==> config.mk <==
export PLATFORM = sky130hd
export DESIGN_NAME = servo_io_cmds
export DESIGN_NICKNAME = d
export VERILOG_FILES = /design/src/rtl/servo_io_pkg.sv /design/src/rtl/servo_io_cmds.sv /design/src/rtl/cmd_assembler.sv
export SDC_FILE = /design/constraint.sdc
export NUM_CORES = 1
export LEC_CHECK = 0
export BUFFER_PORTS_ARGS = -buffer_cell sky130_fd_sc_hd__buf_4
export CAP_MARGIN = 0
export CORE_ASPECT_RATIO = 0.75
export CORE_UTILIZATION = 60
export CTS_CLUSTER_DIAMETER = 200
export DETAILED_ROUTE_END_ITERATION = 6
export PLACE_DENSITY = 0.92
export SYNTH_ARGS = -nofsm -noshare
export SYNTH_HDL_FRONTEND = slang
export SYNTH_SLANG_ARGS = --single-unit
==> constraint.sdc <==
create_clock -name pclk -period 4 [get_ports pclk]
set_clock_uncertainty 0.15 [all_clocks]
set_input_delay 0.8 -clock pclk [delete_from_list [all_inputs] [get_ports pclk]]
set_output_delay 0.8 -clock pclk [all_outputs]
set_load 0.02 [all_outputs]
==> src/rtl/servo_io_pkg.sv <==
package servo_io_pkg;

	// ==========================================================
	// Register map (byte addresses on the APB)
	// ==========================================================
	localparam logic [7:0] CMD_WORD_OFS = 8'h00;
	localparam logic [7:0] STATUS_OFS = 8'h04;
	localparam logic [7:0] THREAD_OFS = 8'h08;
	localparam logic [7:0] IO_CTRL_OFS = 8'h0C;
	localparam logic [7:0] ERR_LIMIT_OFS = 8'h10;

	// ==========================================================
	// Field positions
	// ==========================================================
	localparam int ST_DONE_POS = 0;
	localparam int ST_DRV_POS = 1;
	localparam int ST_MT_POS = 2;
	localparam int ST_ERR_POS = 3;
	localparam int ST_CONFLICT_POS = 4;
	localparam int ST_DONE_EN_POS = 5;
	localparam int ST_DONE_LOW_POS = 6;
	localparam int ST_ALT_MON_POS = 7;
	localparam int ST_MODE_POS = 8;
	localparam int ST_WORDS_POS = 12;
	localparam int IO_MODE_POS = 0;
	localparam int IO_VAL_POS = 8;

	// ==========================================================
	// Reset values
	// ==========================================================
	localparam logic DRV_EN_RST = 1'b1;
	localparam logic [5:0] IO_OE_RST = 6'h00;
	localparam logic [15:0] ERR_LIMIT_RST = 16'h0000;

	// ==========================================================
	// Command codes and routing modes
	// ==========================================================
	localparam logic [15:0] CODE_ENC_MON_LOW = 16'h00AA;
	localparam logic [15:0] CODE_DONE_LOW = 16'h00BB;
	localparam logic [15:0] CODE_DONE_HIGH = 16'h00FB;
	localparam logic [15:0] CODE_ENC_ROUTE = 16'h00C0;
	localparam logic [15:0] CODE_MT_EN = 16'h00E1;
	localparam logic [15:0] CODE_MT_DIS = 16'h00E2;
	localparam logic [15:0] CODE_DRV_EN = 16'h00E3;
	localparam logic [15:0] CODE_DRV_DIS = 16'h00E4;
	localparam logic [2:0] ROUTE_LEN = 3'h4;
	localparam logic [2:0] SHORT_LEN = 3'h1;

	localparam logic [2:0] MODE_INT_ABZ = 3'h2;
	localparam logic [2:0] MODE_EXT_ABZ = 3'h3;
	localparam logic [2:0] MODE_OFF = 3'h4;
	localparam logic [2:0] MODE_INT_AB = 3'h5;
	localparam logic [2:0] MODE_EXT_AB = 3'h6;

	// Builds with no differential encoder port set this to zero
	localparam logic SSI_PORT_PRESENT = 1'b1;

	typedef struct packed {
		logic [15:0] code;
		logic [15:0] mode;
		logic [15:0] index_state;
		logic [15:0] reserved;
	} cmd_t;

	typedef struct packed {
		logic a;
		logic b;
		logic z;
	} enc_t;

endpackage : servo_io_pkg

==> src/rtl/servo_io_cmds.sv <==
// Overview of operation
// (RULE_01) Done low-active: line 1 low and LED lit when done, else high, dark.
// (RULE_02) Done means nothing pending, no motion, error within limits.
// (RULE_03) Done-low command is code 187, one word, either thread.
// (RULE_04) Driver enabled at reset; enable command restores it after any disable.
// (RULE_05) Host should equalise target and position before re-enabling driver.
// (RULE_06) Driver enable is code 227, one word, thread 1 only.
// (RULE_07) Mode 2 drives internal A, B, index onto lines 4, 5, 6.
// (RULE_08) Mode 3 drives external A, B, index onto lines 4-6; needs port.
// (RULE_09) Mode 4 stops encoder drive on lines 4 to 6.
// (RULE_10) Mode 5 drives internal A and B onto lines 4 and 5.
// (RULE_11) Mode 6 drives external A and B onto lines 4, 5; needs port.
// (RULE_12) Monitored lines are buffered encoder copies, ordinary output drive.
// (RULE_13) Encoder lines refuse bit output; encoder refused over output lines.
// (RULE_14) Routing command is code 192, four words, mode 2-6, zeros.
// (RULE_15) Program suspends during motion unless multitasking is on.
// (RULE_16) Multitask enable is code 225, one word, thread 1 only.
// (RULE_17) Alternate monitor drives internal A, B, index onto lines 1-3.
// (RULE_18) Output conflicts raise a command error and end the program.
// (RULE_19) Multitask disable halts the trajectory at once, no ramp.
// (RULE_20) Routing changes reach lines 4-6 one cycle after execution.
//
// Added by the designer: the placing of the registers and register access over APB.
module servo_io_cmds (
	input wire logic pclk,
	input wire logic presetn,
	input wire logic psel,
	input wire logic penable,
	input wire logic pwrite,
	input wire logic [7:0] paddr,
	input wire logic [31:0] pwdata,
	output logic [31:0] prdata,
	output logic pready,
	output logic pslverr,
	input wire servo_io_pkg::enc_t enc_int,
	input wire servo_io_pkg::enc_t enc_ext,
	input wire logic kill_motor,
	input wire logic over_voltage,
	input wire logic motion_active,
	input wire logic cmds_pending,
	input wire logic [15:0] pos_error,
	output logic [5:0] io_out,
	output logic [5:0] io_oe,
	output logic green_led,
	output logic driver_enable,
	output logic multitask_on,
	output logic program_suspend,
	output logic halt_trajectory,
	output logic program_terminate,
	output logic cmd_ack,
	output logic cmd_error
);

	// ==========================================================
	// Helpers
	// ==========================================================
	function automatic logic [15:0] abs16(input logic [15:0] v);
		abs16 = v[15] ? 16'(~v + 16'h0001) : v;
	endfunction : abs16

	// Lines 4..6 (bits 3..5) claimed by an encoder routing mode
	function automatic logic [5:0] route_lines(input logic [2:0] m);
		unique case (m)
			servo_io_pkg::MODE_INT_ABZ, servo_io_pkg::MODE_EXT_ABZ:
				route_lines = 6'h38;
			servo_io_pkg::MODE_INT_AB, servo_io_pkg::MODE_EXT_AB:
				route_lines = 6'h18;
			default:
				route_lines = 6'h00;
		endcase
	endfunction : route_lines

	// ==========================================================
	// Pin synchronisers
	// ==========================================================
	logic [7:0] pin_s1_q, pin_s2_q;

	always_ff @(posedge pclk or negedge presetn) begin
		if (!presetn) begin
			pin_s1_q <= 8'h00;
			pin_s2_q <= 8'h00;
		end else begin
			pin_s1_q <= {enc_int, enc_ext, kill_motor, over_voltage};
			pin_s2_q <= pin_s1_q;
		end
	end

	servo_io_pkg::enc_t int_s, ext_s;
	logic kill_s, ov_s;
	assign int_s = pin_s2_q[7:5];
	assign ext_s = pin_s2_q[4:2];
	assign kill_s = pin_s2_q[1];
	assign ov_s = pin_s2_q[0];

	// ==========================================================
	// APB decode
	// ==========================================================
	logic setup, wr_acc, rd_hit;
	logic [31:0] prdata_q, prdata_d;
	assign setup = psel & ~penable;
	assign wr_acc = psel & penable & pwrite;
	assign rd_hit = (paddr == servo_io_pkg::CMD_WORD_OFS) ||
		(paddr == servo_io_pkg::STATUS_OFS) ||
		(paddr == servo_io_pkg::THREAD_OFS) ||
		(paddr == servo_io_pkg::IO_CTRL_OFS) ||
		(paddr == servo_io_pkg::ERR_LIMIT_OFS);
	// Zero wait states; read data is captured in the setup cycle
	assign pready = 1'b1;
	assign pslverr = psel & penable & ~rd_hit;

	logic word_wr, io_wr;
	assign word_wr = wr_acc && paddr == servo_io_pkg::CMD_WORD_OFS;
	assign io_wr = wr_acc && paddr == servo_io_pkg::IO_CTRL_OFS;

	logic [2:0] words_held;
	logic cmd_valid;
	servo_io_pkg::cmd_t cmd;

	cmd_assembler u_asm (
		.pclk(pclk),
		.presetn(presetn),
		.word_valid(word_wr),
		.word(pwdata[15:0]),
		.words_held(words_held),
		.cmd_valid(cmd_valid),
		.cmd(cmd)
	);

	// ==========================================================
	// Configuration and run state
	// ==========================================================
	logic thread2_q, thread2_d;
	logic [15:0] limit_q, limit_d;
	logic [5:0] io_mode_q, io_mode_d, io_val_q, io_val_d;
	logic [2:0] mode_q, mode_d;
	logic alt_mon_q, alt_mon_d, done_en_q, done_en_d;
	logic done_low_q, done_low_d, drv_q, drv_d, mt_q, mt_d;
	logic err_q, err_d, conf_q, conf_d;
	logic ack_q, ack_d, errp_q, errp_d, term_q, term_d, halt_q, halt_d;
	logic bad, conflict, need_t1, done;

	// Done test; a zero limit switches the error check off
	assign done = ~cmds_pending & ~motion_active &
		((limit_q == 16'h0000) || (abs16(pos_error) <= limit_q)); // RULE_02

	// Command execution and register writes
	always_comb begin
		thread2_d = thread2_q;
		limit_d = limit_q;
		io_mode_d = io_mode_q;
		io_val_d = io_val_q;
		mode_d = mode_q;
		alt_mon_d = alt_mon_q;
		done_en_d = done_en_q;
		done_low_d = done_low_q;
		drv_d = drv_q;
		mt_d = mt_q;
		err_d = err_q;
		conf_d = conf_q;
		ack_d = 1'b0;
		halt_d = 1'b0;
		bad = 1'b0;
		conflict = 1'b0;
		need_t1 = 1'b0;
		if (wr_acc && paddr == servo_io_pkg::THREAD_OFS) begin
			thread2_d = pwdata[0];
		end
		if (wr_acc && paddr == servo_io_pkg::ERR_LIMIT_OFS) begin
			limit_d = pwdata[15:0];
		end
		// Write-one-to-clear of the sticky flags
		if (wr_acc && paddr == servo_io_pkg::STATUS_OFS) begin
			if (pwdata[servo_io_pkg::ST_ERR_POS]) err_d = 1'b0;
			if (pwdata[servo_io_pkg::ST_CONFLICT_POS]) conf_d = 1'b0;
		end
		if (io_wr) begin
			// Bit output on monitored lines is refused whole
			if ((pwdata[5:0] & (route_lines(mode_q) |
					{3'h0, {3{alt_mon_q}}})) != 6'h00) begin
				conflict = 1'b1; // RULE_13
			end else begin
				io_mode_d = pwdata[servo_io_pkg::IO_MODE_POS +: 6];
				io_val_d = pwdata[servo_io_pkg::IO_VAL_POS +: 6];
			end
		end
		if (cmd_valid) begin
			unique case (cmd.code)
				servo_io_pkg::CODE_DONE_LOW: begin
					done_en_d = 1'b1; // RULE_03
					done_low_d = 1'b1;
				end
				servo_io_pkg::CODE_DONE_HIGH: begin
					done_en_d = 1'b1;
					done_low_d = 1'b0;
				end
				servo_io_pkg::CODE_ENC_MON_LOW: begin
					if ((io_mode_q & 6'h07) != 6'h00) conflict = 1'b1;
					else alt_mon_d = 1'b1; // RULE_17
				end
				servo_io_pkg::CODE_DRV_EN: begin
					need_t1 = 1'b1; // RULE_06
					if (!thread2_q) drv_d = 1'b1; // RULE_04
				end
				servo_io_pkg::CODE_DRV_DIS: begin
					need_t1 = 1'b1;
					if (!thread2_q) drv_d = 1'b0;
				end
				servo_io_pkg::CODE_MT_EN: begin
					need_t1 = 1'b1; // RULE_16
					if (!thread2_q) mt_d = 1'b1;
				end
				servo_io_pkg::CODE_MT_DIS: begin
					need_t1 = 1'b1;
					if (!thread2_q) begin
						mt_d = 1'b0;
						halt_d = 1'b1; // RULE_19
					end
				end
				servo_io_pkg::CODE_ENC_ROUTE: begin
					need_t1 = 1'b1;
					// Range, zero fields and port presence
					if (cmd.mode < 16'h0002 || cmd.mode > 16'h0006 ||
							cmd.index_state != 16'h0000 ||
							cmd.reserved != 16'h0000) begin
						bad = 1'b1; // RULE_14
					end else if (!servo_io_pkg::SSI_PORT_PRESENT &&
							(cmd.mode[2:0] == servo_io_pkg::MODE_EXT_ABZ ||
							cmd.mode[2:0] == servo_io_pkg::MODE_EXT_AB)) begin
						bad = 1'b1; // RULE_08 RULE_11
					end else if ((route_lines(cmd.mode[2:0]) &
							io_mode_q) != 6'h00) begin
						conflict = 1'b1; // RULE_13
					end else if (!thread2_q) begin
						mode_d = cmd.mode[2:0]; // RULE_20
					end
				end
				default: bad = 1'b1;
			endcase
			if (need_t1 && thread2_q) bad = 1'b1;
			ack_d = ~bad & ~conflict;
		end
		// A kill or overvoltage beats an enable in the same cycle
		if (kill_s || ov_s) drv_d = 1'b0; // RULE_04
		// New errors win over a clear in the same cycle
		if (bad || conflict) err_d = 1'b1; // RULE_18
		if (conflict) conf_d = 1'b1;
		errp_d = bad | conflict;
		term_d = conflict; // RULE_18
	end

	always_ff @(posedge pclk or negedge presetn) begin
		if (!presetn) begin
			thread2_q <= 1'b0;
			limit_q <= servo_io_pkg::ERR_LIMIT_RST;
			io_mode_q <= servo_io_pkg::IO_OE_RST;
			io_val_q <= 6'h00;
			mode_q <= servo_io_pkg::MODE_OFF;
			alt_mon_q <= 1'b0;
			done_en_q <= 1'b0;
			done_low_q <= 1'b0;
			drv_q <= servo_io_pkg::DRV_EN_RST;
			mt_q <= 1'b0;
			err_q <= 1'b0;
			conf_q <= 1'b0;
			ack_q <= 1'b0;
			errp_q <= 1'b0;
			term_q <= 1'b0;
			halt_q <= 1'b0;
		end else begin
			thread2_q <= thread2_d;
			limit_q <= limit_d;
			io_mode_q <= io_mode_d;
			io_val_q <= io_val_d;
			mode_q <= mode_d;
			alt_mon_q <= alt_mon_d;
			done_en_q <= done_en_d;
			done_low_q <= done_low_d;
			drv_q <= drv_d;
			mt_q <= mt_d;
			err_q <= err_d;
			conf_q <= conf_d;
			ack_q <= ack_d;
			errp_q <= errp_d;
			term_q <= term_d;
			halt_q <= halt_d;
		end
	end

	// ==========================================================
	// Line drive, status outputs and read data
	// ==========================================================
	logic [5:0] out_q, out_d, oe_q, oe_d;
	logic led_q, led_d, susp_q, susp_d;

	// Each line is chosen alone, so untouched lines never glitch
	always_comb begin
		out_d = io_val_q;
		oe_d = io_mode_q; // RULE_12
		if (done_en_q) begin
			oe_d[0] = 1'b1;
			out_d[0] = done ^ done_low_q; // RULE_01
		end
		if (alt_mon_q) begin
			oe_d[2:0] = 3'h7;
			out_d[2:0] = {int_s.z, int_s.b, int_s.a}; // RULE_17
		end
		unique case (mode_q)
			servo_io_pkg::MODE_INT_ABZ: out_d[5:3] =
				{int_s.z, int_s.b, int_s.a}; // RULE_07
			servo_io_pkg::MODE_EXT_ABZ: out_d[5:3] =
				{ext_s.z, ext_s.b, ext_s.a}; // RULE_08
			servo_io_pkg::MODE_INT_AB: out_d[4:3] =
				{int_s.b, int_s.a}; // RULE_10
			servo_io_pkg::MODE_EXT_AB: out_d[4:3] =
				{ext_s.b, ext_s.a}; // RULE_11
			default: ; // RULE_09
		endcase
		oe_d = oe_d | route_lines(mode_q);
		led_d = done_en_q & done; // RULE_01
		// Without multitasking the program waits out each motion
		susp_d = motion_active & ~mt_q; // RULE_15
		prdata_d = prdata_q;
		if (setup && !pwrite) begin
			prdata_d = 32'h0000_0000;
			unique case (paddr)
				servo_io_pkg::STATUS_OFS: begin
					prdata_d[servo_io_pkg::ST_DONE_POS] = done;
					prdata_d[servo_io_pkg::ST_DRV_POS] = drv_q;
					prdata_d[servo_io_pkg::ST_MT_POS] = mt_q;
					prdata_d[servo_io_pkg::ST_ERR_POS] = err_q;
					prdata_d[servo_io_pkg::ST_CONFLICT_POS] = conf_q;
					prdata_d[servo_io_pkg::ST_DONE_EN_POS] = done_en_q;
					prdata_d[servo_io_pkg::ST_DONE_LOW_POS] = done_low_q;
					prdata_d[servo_io_pkg::ST_ALT_MON_POS] = alt_mon_q;
					prdata_d[servo_io_pkg::ST_MODE_POS +: 3] = mode_q;
					prdata_d[servo_io_pkg::ST_WORDS_POS +: 3] = words_held;
				end
				servo_io_pkg::THREAD_OFS: prdata_d[0] = thread2_q;
				servo_io_pkg::IO_CTRL_OFS: begin
					prdata_d[servo_io_pkg::IO_MODE_POS +: 6] = io_mode_q;
					prdata_d[servo_io_pkg::IO_VAL_POS +: 6] = io_val_q;
				end
				servo_io_pkg::ERR_LIMIT_OFS: prdata_d[15:0] = limit_q;
				default: ;
			endcase
		end
	end

	always_ff @(posedge pclk or negedge presetn) begin
		if (!presetn) begin
			out_q <= 6'h00;
			oe_q <= servo_io_pkg::IO_OE_RST;
			led_q <= 1'b0;
			susp_q <= 1'b0;
			prdata_q <= 32'h0000_0000;
		end else begin
			out_q <= out_d;
			oe_q <= oe_d;
			led_q <= led_d;
			susp_q <= susp_d;
			prdata_q <= prdata_d;
		end
	end

	assign prdata = prdata_q;
	assign io_out = out_q;
	assign io_oe = oe_q;
	assign green_led = led_q;
	assign driver_enable = drv_q;
	assign multitask_on = mt_q;
	assign program_suspend = susp_q;
	assign halt_trajectory = halt_q;
	assign program_terminate = term_q;
	assign cmd_ack = ack_q;
	assign cmd_error = errp_q;

endmodule : servo_io_cmds

==> src/rtl/cmd_assembler.sv <==
// Gathers command words into one command; the first word sets the length
module cmd_assembler (
	input wire logic pclk,
	input wire logic presetn,
	input wire logic word_valid,
	input wire logic [15:0] word,
	output logic [2:0] words_held,
	output logic cmd_valid,
	output servo_io_pkg::cmd_t cmd
);

	logic [2:0] cnt_q, cnt_d, need_q, need_d;
	logic [15:0] buf_q [0:3];
	logic [15:0] buf_d [0:3];
	logic valid_q, valid_d;

	// ==========================================================
	// Word count and storage
	// ==========================================================
	always_comb begin
		cnt_d = cnt_q;
		need_d = need_q;
		valid_d = 1'b0;
		for (int i = 0; i < 4; i++) begin
			buf_d[i] = buf_q[i];
		end
		if (word_valid) begin
			buf_d[cnt_q[1:0]] = word;
			if (cnt_q == 3'h0) begin
				// Only the routing command carries parameters
				need_d = (word == servo_io_pkg::CODE_ENC_ROUTE) ?
					servo_io_pkg::ROUTE_LEN : servo_io_pkg::SHORT_LEN;
			end
			if (cnt_q + 3'h1 >= need_d) begin
				cnt_d = 3'h0;
				valid_d = 1'b1;
			end else begin
				cnt_d = cnt_q + 3'h1;
			end
		end
	end

	always_ff @(posedge pclk or negedge presetn) begin
		if (!presetn) begin
			cnt_q <= 3'h0;
			need_q <= 3'h1;
			valid_q <= 1'b0;
			for (int i = 0; i < 4; i++) begin
				buf_q[i] <= 16'h0000;
			end
		end else begin
			cnt_q <= cnt_d;
			need_q <= need_d;
			valid_q <= valid_d;
			for (int i = 0; i < 4; i++) begin
				buf_q[i] <= buf_d[i];
			end
		end
	end

	assign words_held = cnt_q;
	assign cmd_valid = valid_q;
	assign cmd = '{code: buf_q[0], mode: buf_q[1],
		index_state: buf_q[2], reserved: buf_q[3]};

endmodule : cmd_assembler

* After elaboration in Yosys (flattened, before gate mapping)
Cells that the tools add are included.
** Word-level totals
- Register bits :: 160
- Logic and storage cells :: 207
** Cells by class
- Add/subtract/negate cells :: 2
- Magnitude comparators :: 6
- Equal/unequal tests :: 25
- Mux-type cells :: 62
- Bitwise gates (word level) :: 29
- Reduce and logical (&&, ||, !) cells :: 53
** Operators by type and width (count)
- $eq A16 B8 Y1 const B :: 9
- $bwmux W64 :: 1
- $demux W16 S2 :: 1
- $mux W1 :: 32
- $mux W16 :: 2
- $reduce_bool A16 Y1 :: 2
- $mux W6 :: 4
- $pmux W6 S2 :: 2
- $mux W3 :: 6
- $reduce_bool A6 Y1 :: 3
- $add A16 B1 Y16 const B :: 1
- $eq A8 B4 Y1 const B :: 2
- $gt A16 B3 Y1 const B :: 1
- $le A16 B16 Y1 :: 1
- $logic_not A16 Y1 :: 1
- $lt A16 B2 Y1 const B :: 1
- $not A16 Y16 :: 1
- $pmux W1 S2 :: 8
- $pmux W5 S3 :: 1
- $reduce_bool A2 Y1 :: 7
- $reduce_or A2 Y1 :: 7
- $and A6 B6 Y6 :: 2
- $eq A3 B2 Y1 const B :: 4
- $eq A3 B3 Y1 const B :: 4
- 31 further kinds :: 74

* Depth between registers and ports, before layout
Gate-level depths: netlist of the first run.
- Depth in word-level cells :: 17
- Mapped depth :: 14
- Mapped depth without buffers :: 14

* Hierarchy
From an unflattened synthesis of the first run, not the netlist that was laid out.
** Second synthesis, totals
- Cells, all modules :: 676
- Area total of the unflattened synthesis :: 7714.9 um2
** Modules (own cells, without submodules)
- servo_io_cmds :: instances 1, cells an instance 490, area an instance 4863.4 um2, sequential area each 2229.6 um2
- cmd_assembler :: instances 1, cells an instance 186, area an instance 2851.5 um2, sequential area each 1778.0 um2

* Worst setup path before layout of the first run
No wires, ideal clock.
- Kind :: in2reg
- Start point :: input port pos_error[3]
- End point :: register out_q[0] (netlist: io_out[0])
- Arrival :: 3.326 ns
- Data required time :: 3.719 ns
- Path slack :: 0.392 ns
- Cell stages on the path :: 12
- Path buffers :: 0
- Cell sequence :: nor4_1 -> nand2b_1 -> nand2b_1 -> o21ai_0 -> xnor2_1 -> ha_1 -> nand4_1 -> or4_1 -> o21ai_0 -> a21boi_0 -> a221oi_1 -> a31oi_1
** On the way
- Cells in the longest elaborated chain, start to end :: 9
** Ends and longest elaborated chain
- start, declared :: line servo_io_cmds.sv:41 : input wire logic [15:0] pos_error,
- $not A16 Y16 :: line servo_io_cmds.sv:58 : abs16 = v[15] ? 16'(~v + 16'h0001) : v;
- $add A16 B1 Y16 :: line servo_io_cmds.sv:58
- $mux W16 * :: line servo_io_cmds.sv:58
- $le A16 B16 Y1 * :: line servo_io_cmds.sv:144 : ((limit_q == 16'h0000) || (abs16(pos_error) <= limit_q));
- $logic_or A1 B1 Y1 * :: line servo_io_cmds.sv:144
- $and A1 B1 Y1 * :: line servo_io_cmds.sv:143 : assign done = ~cmds_pending & ~motion_active &
- $xor A1 B1 Y1 * :: line servo_io_cmds.sv:301 : out_d[0] = done ^ done_low_q;
- $mux W1 * :: line servo_io_cmds.sv:299 : if (done_en_q) begin
- $mux W3 * :: line servo_io_cmds.sv:303 : if (alt_mon_q) begin
- named net out_d[0] :: line servo_io_cmds.sv:292 : logic [5:0] out_q, out_d, oe_q, oe_d;
- end signal, assigned :: line servo_io_cmds.sv:357 : out_q <= out_d;
- end, declared :: line servo_io_cmds.sv:292
The timed path passes the listed nets; every way through them passes the cells marked *.
A chain may end at the register's enable or synchronous reset.

* Worst setup path after layout of the first run
- Start point :: input port pos_error[0]
- End point :: register out_q[0] (netlist: io_out[0])
The elaborated chain is that of the path after synthesis.

==> results.json, run 1 <==
{
  "path_cells": "buf_4 -> inv_1 -> ha_1 -> nand2b_1 -> nand2b_1 -> nand2b_1 -> o21ai_0 -> xnor2_1 -> ha_1 -> nand4_1 -> or4_1 -> o21ai_1 -> a21boi_0 -> a221oi_1 -> a31oi_1",
  "gp_congestion": 0.928,
  "synthMuxAreaShare_pct": 14.5,
  "gr-total-overflow": 0,
  "cts_tree": "done",
  "multi_input_area_um2": 3570,
  "drt_iter0_drc": 873,
  "synth.avg_cell_area_um2": 11.7,
  "totalWireLength_mm": 20.9,
  "rr_startpoint": "u_asm.words_held[0]",
  "grt_first_pass_wirelength_mm": 33.2,
  "clock_latency_ns": 0.44,
  "cp_data_arrival_time_ns": 3.82,
  "antenna_found_initial": 0,
  "drv_cap": 0,
  "grt_pass1_vias": 6278,
  "nNetsFinal": 864,
  "p_int_mw": 2.57,
  "root_buffer": "clkbuf_16",
  "power.switching_uw": 933,
  "vias_per_cell": 6.53,
  "ys_types": 67,
  "start_kind": "input port",
  "drv_slew": 0,
  "cts_max_path_buffers": 2,
  "path_common_cell": "nand2b_1",
  "synthFlopType": "dfrtp_1",
  "routedWlPerCell_um": 22.1,
  "synth_top_family_by_area": "simple AND/OR/NAND/NOR gates",
  "yosysTopAreaCell": "dfrtp_1",
  "fmax_mhz": 272,
  "min_period_over_period_pct": 91.9,
  "hold_class": "in -> async",
  "ir_drop_mv": 0.335,
  "synthArstFlopShare_pct": 100,
  "synth_simple_gate_area_share_pct": 14.6,
  "min_period_ns": 3.67,
  "critical_path.top_delay_family": "simple AND/OR/NAND/NOR gates",
  "combPwrFrac_pct": 7.4,
  "max_stage_delay_ns": 0.59,
  "fill_cells": 763,
  "synth_compound_area_share_pct": 9.61,
  "rrSetupSlack_ns": 0.89,
  "vias": 6193,
  "synth_area_um2": 7930,
  "cp_max_fo": 3,
  "die_w_um": 135,
  "p_seq_share_pct": 47.5,
  "hold_viol": 0,
  "grt_max_degree": 100,
  "num_antenna_cells": 0,
  "sw_frac_of_total_pct": 26.6,
  "ys_warn_count": 0,
  "dieArea_um2": 13700,
  "numCtsBuffers": 17,
  "rows": 35,
  "seq_area_frac_synth_pct": 50.5,
  "critPathLaunch": "pos_error[0]",
  "hpwl_mm": 14.1,
  "die_h_um": 102,
  "path_class": "in -> reg",
  "start_util_pct": 63.1,
  "cts.sinks": 160,
  "power_density_nw_per_um2": 380,
  "regArea_um2": 4010,
  "r2r_end": "u_asm.words_held[1]",
  "synthAdderAreaFrac_pct": 3.79,
  "rsz0062_at_grt": "no",
  "dr.pass1.iters": 7,
  "clk_pin_slew_ns": 0.07,
  "track_usage_pct": 32.8,
  "netlist_instances": 678,
  "drive_gt1_share_pct": 30.1,
  "cp_num_cells": 15,
  "status": "finished with violations",
  "failed_checks": "DRC",
  "core-area_um2": 12600,
  "io_pins": 125,
  "pwr-share-clk_pct": 45.1,
  "cp_data_required_time_ns": 4.15,
  "ys_ff_latch": 160,
  "synth_xor_area_share_pct": 1.77,
  "worstMarginPinSlew_ns": 1.05,
  "final_antenna_net_count": 0,
  "cts_hold_buf": 0,
  "setup_violations": 0,
  "cp-end-kind": "flop",
  "cpMaxStageDelayCell": "or4_1",
  "synth_edf_count": 0,
  "crit_buf_inv": 2,
  "syn2layout_area_growth_pct": 16.3,
  "yosys.area.top_type_share_pct": 49.5,
  "holdWs_ns": 0.185,
  "max_slew_margin_pct": 29.7,
  "rr_worst_depth": 12,
  "h-tree-depth": 4,
  "endpoint": "io_out[0]",
  "ys_top_cells_by_area": "dfrtp_1 (50%), mux2_4 (9.3%), mux2_2 (4.8%)",
  "p_leak_nw": 4.57,
  "total_power_mw": 3.50,
  "portBuffers": 91,
  "drc_errors": 1
}
layout by cell type, fill, tap and decap left out, drive strengths merged, types with 6 or more instances in the layout:
cell    count
ha         24
o21ai      51
conb       17
mux2       83
xnor2      14
nand2b     14
a21oi      18
inv        35
o31ai       7
nor2       32
nand2      60
nor3        7
or3         8
buf       100
nor4       20
nor3b       7
clkbuf     17
dfrtp     157
nand3      11
a222oi     10
nand4      12
a221oi      6
Yosys cell counts (3+ instances only):
cell        n
o211ai_1    4
ha_1       24
xnor2_1    14
buf_4      19
clkbuf_1   10
mux2_4     49
a31oi_1     4
a221oi_1    6
nand2b_1   14
buf_2       8
nand2_8     4
mux2_2     34
or2_2       3
nand2_1    56
a21oi_1    18
nor2_1     31
buf_6       3
and3_1      4
a222oi_1   10
nor3b_1     6
nand3_1    11
dfstp_2     3
inv_1      26
or3_1       6
dfrtp_1   157
nor3_1      6
nor4_1     20
nand4_1    12
o21ai_0    50
mux2i_1     3
o31ai_1     7
nor2b_1     5
registers in the layout (all words and copies together), names as in the netlist, 3 cells and up:
name and count:
u_asm.cmd 64, limit_q 16, prdata 16, pin_s1_q 8, pin_s2_q 8, io_mode_q 6
io_oe 6, io_out 6, io_val_q 6, mode_q 3, u_asm.need_q 3, u_asm.words_held 3
worst register-to-register path, cell delays in order, from the launching register on:
cell and delay [ns]:
dfrtp_1 0.47, inv_1 0.14, ha_1 0.29, nor2b_1 0.37, o21ai_0 0.30, nand2_1 0.13, ha_1 0.24, nand2b_1 0.16
a21oi_1 0.23, nor2_1 0.09, nor2_1 0.23, nand3_1 0.11, o21ai_0 0.10
power by group through the flow:
stage	sequential (mW)	clock, mW	combinational (mW)
floorplan	1.70	0	0.110
global placement	1.69	0	0.239
detailed placement	1.69	0	0.252
CTS	1.66	1.58	0.257
global route	1.66	1.66	0.282
finish	1.66	1.58	0.260
metal layers:
layer / vias to the layer above / part of all wire [%] / track usage [%]
li1: 2606 / - / -
met1: 3054 / 39 / 42.4
met2: 426 / 47 / 52.3
met3: 107 / 10 / 9.26
met4: 0 / 3.6 / 14.0
met5: - / 0 / 0
cell type report:
type / instances / share of cell area [%]
timing repair buffer: 100 / 8.32
multi-input combinational: 464 / 38.8
clock inverter: 15 / 1.55
sequential: 160 / 43.5
clock buffer: 17 / 4.61
tap: 166 / 2.25
inverter: 26 / 1.06
worst min-delay path by stage:
stage                      from  slack, ns  cells after the start               to
floorplan           pin_s1_q[0]       0.18                      0      pin_s2_q[0]
global placement    pin_s1_q[5]       0.18                      0      pin_s2_q[5]
detailed placement  pin_s1_q[2]       0.18                      0      pin_s2_q[2]
CTS                 pin_s1_q[2]       0.20                      0      pin_s2_q[2]
global route        pin_s1_q[1]       0.21                      0      pin_s2_q[1]
finish                  presetn       0.19                      1  halt_trajectory
cells by family after synthesis:
group / after synthesis
AO/OA/AOI/OAI: 119
adder cells (fa/ha/maj): 24
AND/OR/NAND/NOR: 202
multiplexers: 86
buffers and inverters: 69
flip-flops: 160
XOR/XNOR: 16
other: 2
metrics by stage:
step | instances | area (µm²) | setup TNS [ns] | utilization, % | setup WS [ns]
2_1_floorplan | 693 | 7990 | 0 | - | 0.392
3_3_place_gp | 916 | 8650 | 0 | 68.9 | 0.0673
3_5_place_dp | 916 | 8650 | -0.120 | 68.9 | -0.0993
4_1_cts | 948 | 9220 | 0 | 73.4 | 0.293
5_1_grt | 948 | 9220 | 0 | 73.4 | 0.0695
6_report | 948 | 9220 | 0 | 73.4 | 0.325
what timing repair did:
item,4_1_cts,5_1_grt
buffers inserted,0,0
resized for setup,0,1
endpoints found under the setup margin,0,1
(Power assumes the default switching activity.)
==> run 2, diff against run 1 <==
- ABC_AREA: not set -> 1
==> run 2 against run 1 <==
Compared with the run above:
- the run now ends clean
- sequential power hardly changed
- combinational power is 15% higher
- routed wire length is 4.3% lower
- synthesized cell count is 28% higher
- sequential share of layout area is 0.54 points higher
- utilization is 0.39 points lower
- hold slack better by 0.013 ns
- register-to-register slack better by 0.43 ns
- area after synthesis is 1.7% lower
- count of clock-buffer cells in the layout stayed put
- final cell count is 21% higher
- global-route usage is 1.1 points lower
- largest cell class unchanged
- largest power group unchanged
==> results.json, run 2 <==
{
  "status": "completed",
  "grt_max_degree": 77,
  "seq_area_frac_synth_pct": 51.4,
  "netlist_instances": 870,
  "routedWlPerCell_um": 17.5,
  "min_period_ns": 3.37,
  "grt_first_pass_wirelength_mm": 31.5,
  "cts_hold_buf": 0,
  "cts_max_path_buffers": 2,
  "combPwrFrac_pct": 8.3,
  "vias": 6515,
  "rrSetupSlack_ns": 1.32,
  "min_period_over_period_pct": 84.1,
  "fill_cells": 843,
  "synth_area_um2": 7790,
  "pwr-share-clk_pct": 45.6,
  "yosysTopAreaCell": "dfrtp_1",
  "h-tree-depth": 4,
  "worstMarginPinSlew_ns": 0.697,
  "yosys.area.top_type_share_pct": 50.4,
  "ys_warn_count": 0,
  "vias_per_cell": 5.69,
  "ir_drop_mv": 0.374,
  "start_util_pct": 62.5,
  "setup_violations": 0,
  "cp-end-kind": "flop",
  "power.switching_uw": 958,
  "rows": 35,
  "portBuffers": 91,
  "ys_types": 42,
  "p_leak_nw": 4.48,
  "gr-total-overflow": 0,
  "drv_cap": 0,
  "drive_gt1_share_pct": 20.9,
  "fmax_mhz": 297,
  "antenna_found_initial": 0,
  "synthArstFlopShare_pct": 100,
  "dr.pass1.iters": 6,
  "sw_frac_of_total_pct": 26.6,
  "final_common_cell": "nand2_1",
  "hold_viol": 0,
  "gp_congestion": 0.900,
  "power_density_nw_per_um2": 395,
  "synth.avg_cell_area_um2": 8.96,
  "final_cell_mix": "nand2_1 (205), dfrtp_1 (157), buf_4 (100), inv_1 (90), o21ai_0 (74)",
  "core-area_um2": 12500,
  "cp_data_arrival_time_ns": 3.54,
  "stdcell_area_um2": 9110,
  "drc_errors": 0,
  "die_h_um": 101,
  "cts.sinks": 160,
  "p_int_mw": 2.64,
  "synth_most_common_cell": "nand2_1",
  "cp_data_required_time_ns": 4.17,
  "ys_ff_latch": 160,
  "largest_reg_flops": 64,
  "nNetsFinal": 1061,
  "synthFlopType": "dfrtp_1",
  "die_w_um": 134,
  "max_slew_margin_pct": 53.6,
  "postCtsSetupBuffers": 0,
  "ys_top_cells_by_area": "dfrtp_1 (50%), nand2_1 (9.9%), o21ai_0 (4.8%)",
  "path_class": "in -> reg",
  "cp_max_fo": 3,
  "cts-resized-gates": 0,
  "num_antenna_cells": 0,
  "synth_edf_count": 0,
  "dpl-instance-area_um2": 8520,
  "hpwl_mm": 14.0,
  "track_usage_pct": 31.6,
  "clk_pin_slew_ns": 0.07,
  "drt_iter0_drc": 700,
  "p_seq_share_pct": 46.1,
  "final_antenna_net_count": 0,
  "ys_top_cells_by_count": "nand2_1 (205), dfrtp_1 (157), inv_1 (90), o21ai_0 (74), nor2_1 (70)",
  "io_pins": 125,
  "rsz0062_at_grt": "no",
  "syn2layout_area_growth_pct": 16.9,
  "fin_setup_tns_ns": 0,
  "dieArea_um2": 13500,
  "start_kind": "input port",
  "root_buffer": "clkbuf_16",
  "numCtsBuffers": 17,
  "total_power_mw": 3.60,
  "cts_tree": "done",
  "clock_latency_ns": 0.44,
  "totalWireLength_mm": 20.0,
  "hold_class": "reg -> reg",
  "drv_slew": 0,
  "grt_pass1_vias": 6169
}
[run 2: metrics by stage]
step | util, % | hold WS, ns | std cells | setup WS, ns
2_1_floorplan | - | 0.181 | 885 | 0.995
3_3_place_gp | 68.2 | 0.182 | 1113 | 0.484
3_5_place_dp | 68.2 | 0.185 | 1113 | 0.343
4_1_cts | 73.0 | 0.200 | 1145 | 0.688
5_1_grt | 73.0 | 0.205 | 1145 | 0.234
6_report | 73.0 | 0.199 | 1145 | 0.634
[run 2: worst max-delay path, stage by stage]
cell and delay, ns:
buf_4 0.12, inv_1 0.08, nand3_1 0.13, nor2_1 0.12, nand2_1 0.08, nor3_1 0.22, nand2_1 0.12, nand2_1 0.12
o21ai_0 0.11, xor2_1 0.16, ha_1 0.30, nand2_1 0.08, nor3_1 0.28, nand2_1 0.11, nand2_1 0.09, inv_1 0.04
nand2_1 0.11, nand2_1 0.11, nand2_1 0.07, nand3_1 0.07, nand2_1 0.14, nand2_1 0.07
[run 2: layer usage]
layer | vias up | GRT usage [%] | routed length, µm
met5 | - | 0 | 0
li1 | 3012 | - | -
met3 | 65 | 7.54 | 2050
met1 | 3082 | 41.7 | 8020
met2 | 356 | 49.5 | 9340
met4 | 0 | 16.3 | 636
[run 2: cells by family (layout without fill, tap and decap cells)]
kind of cell / count (synthesis) / after routing / share of synthesized area (%)
buffers and inverters: 135 / 229 / 8.52
XOR/XNOR: 14 / 14 / 1.57
AO/OA/AOI/OAI: 178 / 178 / 14.1
adder cells (fa/ha/maj): 24 / 24 / 3.85
AND/OR/NAND/NOR: 357 / 357 / 20.4
other: 2 / 17 / 0.0963
flip-flops: 160 / 160 / 51.4
[run 2: cell type report]
type                            instances  area, µm²  share of cell area [%]
Sequential cell                       160       4010                    44.0
Multi-Input combinational cell        590       3180                    34.9
Timing Repair Buffer                  101        762                    8.37
Clock buffer                           17        425                    4.67
Inverter                               96        360                    3.96
Tap cell                              166        208                    2.28
Clock inverter                         15        166                    1.83
[run 2: path summary, 6_finish.rpt]
check / startpoint / endpoint / depth (start not counted)
setup / recovery: pos_error[2] / io_out[0] / 22
hold / removal: pin_s1_q[7] / pin_s2_q[7] / 0
setup reg to reg: u_asm.words_held[0] / u_asm.words_held[0] / 12
hold reg to reg: pin_s1_q[7] / pin_s2_q[7] / 0
max in group asynchronous: presetn / u_asm.cmd[26] / 2
min in group asynchronous: presetn / multitask_on / 1
[run 2: power groups by stage]
| stage | Sequential, mW | Combinational [mW] | Clock (mW) |
|---|---|---|---|
| floorplan | 1.69 | 0.149 | 0 |
| global placement | 1.69 | 0.282 | 0 |
| detailed placement | 1.69 | 0.292 | 0 |
| CTS | 1.66 | 0.298 | 1.65 |
| global route | 1.66 | 0.327 | 1.72 |
| finish | 1.66 | 0.299 | 1.64 |
==> run 3, diff against run 2 <==
- CORE_UTILIZATION: 60 -> 57
- PLACE_DENSITY: 0.92 -> 0.88
- clock period: 4 -> 3.36 ns (I/O delays scaled with it)
==> run 3 against run 2 <==
Compared with the run above:
- flip-flop and latch count unchanged
- routed wire length decreased by 3.7%
- worst setup slack worse by 0.33 ns
- clock power up 13%
- register-to-register slack lost 0.71 ns
- sequential power is 19% higher
==> results.json, run 3 (synthesized netlist as in run 2, its figures left out) <==
{
  "status": "completed",
  "antenna_found_initial": 0,
  "worstMarginPinSlew_ns": 0.593,
  "die_w_um": 137,
  "nNetsFinal": 1066,
  "dieArea_um2": 14200,
  "drv_cap": 0,
  "totalWireLength_mm": 19.3,
  "hold_viol": 0,
  "gp_congestion": 0.944,
  "cp_data_required_time_ns": 3.54,
  "rsz0062_at_grt": "no",
  "rows": 36,
  "fmax_mhz": 328,
  "cp_data_arrival_time_ns": 3.23,
  "finalWorstSetupSlack_ns": 0.308,
  "portBuffers": 91,
  "path_class": "in -> reg",
  "postCtsSetupBuffers": 0,
  "io_pins": 125,
  "final_util_pct": 69.5,
  "gr-total-overflow": 0,
  "cts_tree": "done",
  "drt_iter0_drc": 618,
  "vias": 6510,
  "numCtsBuffers": 17,
  "rrSetupSlack_ns": 0.61,
  "hold_class": "in -> async",
  "largest_reg_flops": 64,
  "holdWs_ns": 0.0621,
  "core-area_um2": 13200,
  "ir_drop_mv": 0.416,
  "min_period_over_period_pct": 90.8,
  "cp-end-kind": "flop",
  "drc_errors": 0,
  "cts_hold_buf": 0,
  "total_power_mw": 4.18,
  "grt_max_degree": 69,
  "h-tree-depth": 4,
  "die_h_um": 103,
  "start_kind": "input port",
  "dp_slack_ns": -0.0776,
  "p_leak_nw": 4.50,
  "cts.sinks": 160,
  "clock_latency_ns": 0.43,
  "start_util_pct": 59.3,
  "min_period_ns": 3.05,
  "fin_setup_tns_ns": 0,
  "track_usage_pct": 29.8,
  "num_antenna_cells": 0,
  "final_common_cell": "nand2_1",
  "max_slew_margin_pct": 60.4,
  "power_density_nw_per_um2": 457,
  "stdcell_area_um2": 9140,
  "cp_max_fo": 3,
  "root_buffer": "clkbuf_16",
  "drive_gt1_share_pct": 21.3,
  "grt_pass1_vias": 6340,
  "syn2layout_area_growth_pct": 17.3,
  "routedWlPerCell_um": 16.7,
  "cts_max_path_buffers": 2,
  "cts-resized-gates": 0,
  "layout.cells.non_filler": 1155,
  "final_antenna_net_count": 0,
  "clk_pin_slew_ns": 0.07,
  "dr.pass1.iters": 6,
  "grt_first_pass_wirelength_mm": 31.6,
  "drv_slew": 0,
  "vias_per_cell": 5.64,
  "final_cell_mix": "nand2_1 (205), dfrtp_1 (157), buf_4 (104), inv_1 (90), o21ai_0 (74)",
  "setup_violations": 0,
  "dpl-instance-area_um2": 8570,
  "dp.cells": 1123,
  "hpwl_mm": 13.6
}
[run 3: changes by cell type in the layout (fill, tap and decap cells not counted)]
cell and change:
inv_6 +3, clkinv_8 +1, bufinv_16 -1, clkinvlp_4 -1, buf_4 +4, inv_8 -3
clkinv_2 +1, buf_12 +1
[run 3: cell type report]
cell class,instances,area (µm²)
fill,939,4010
tap,171,214
clock buffer,17,425
sequential,160,4010
multi-input combinational,590,3180
timing repair buffer,106,812
inverter,96,360
clock inverter,15,143
[run 3: metal layers]
metal / vias up / global-route usage [%] / wire (µm)
li1: 3025 / - / -
met1: 3108 / 39.8 / 8000
met2: 330 / 47.4 / 9110
met3: 47 / 6.82 / 1710
met4: 0 / 12.5 / 480
met5: - / 0 / 0
[run 3: path summary, 6_finish.rpt]
kind	startpoint	to	cells after the start
max in group asynchronous	presetn	pin_s2_q[5]	2
setup / recovery	pos_error[0]	io_out[0]	21
hold / removal	presetn	u_asm.need_q[2]	1
setup reg to reg	u_asm.words_held[0]	u_asm.words_held[1]	12
hold reg to reg	pin_s1_q[5]	pin_s2_q[5]	0
min in group pclk	enc_ext[0]	pin_s1_q[2]	1
[run 3: report_power, final]
group	switching [mW]	internal (mW)
registers	0.0171	1.96
clock network	0.866	0.983
logic	0.223	0.130
total	1.11	3.07
[run 3: critical path, stage by stage]
cell and delay [ns]:
buf_4 0.10, inv_1 0.09, ha_1 0.21, nand4_1 0.15
nor3_1 0.23, nand2_1 0.08, nand2_1 0.13, nand2_1 0.08
xor2_1 0.15, ha_1 0.27, nand2_1 0.07, nor3_1 0.29
nand2_1 0.10, nand2_1 0.06, inv_1 0.03, nand2_1 0.08
nand2_1 0.12, nand2_1 0.08, nand3_1 0.07, nand2_1 0.10
nand2_1 0.06
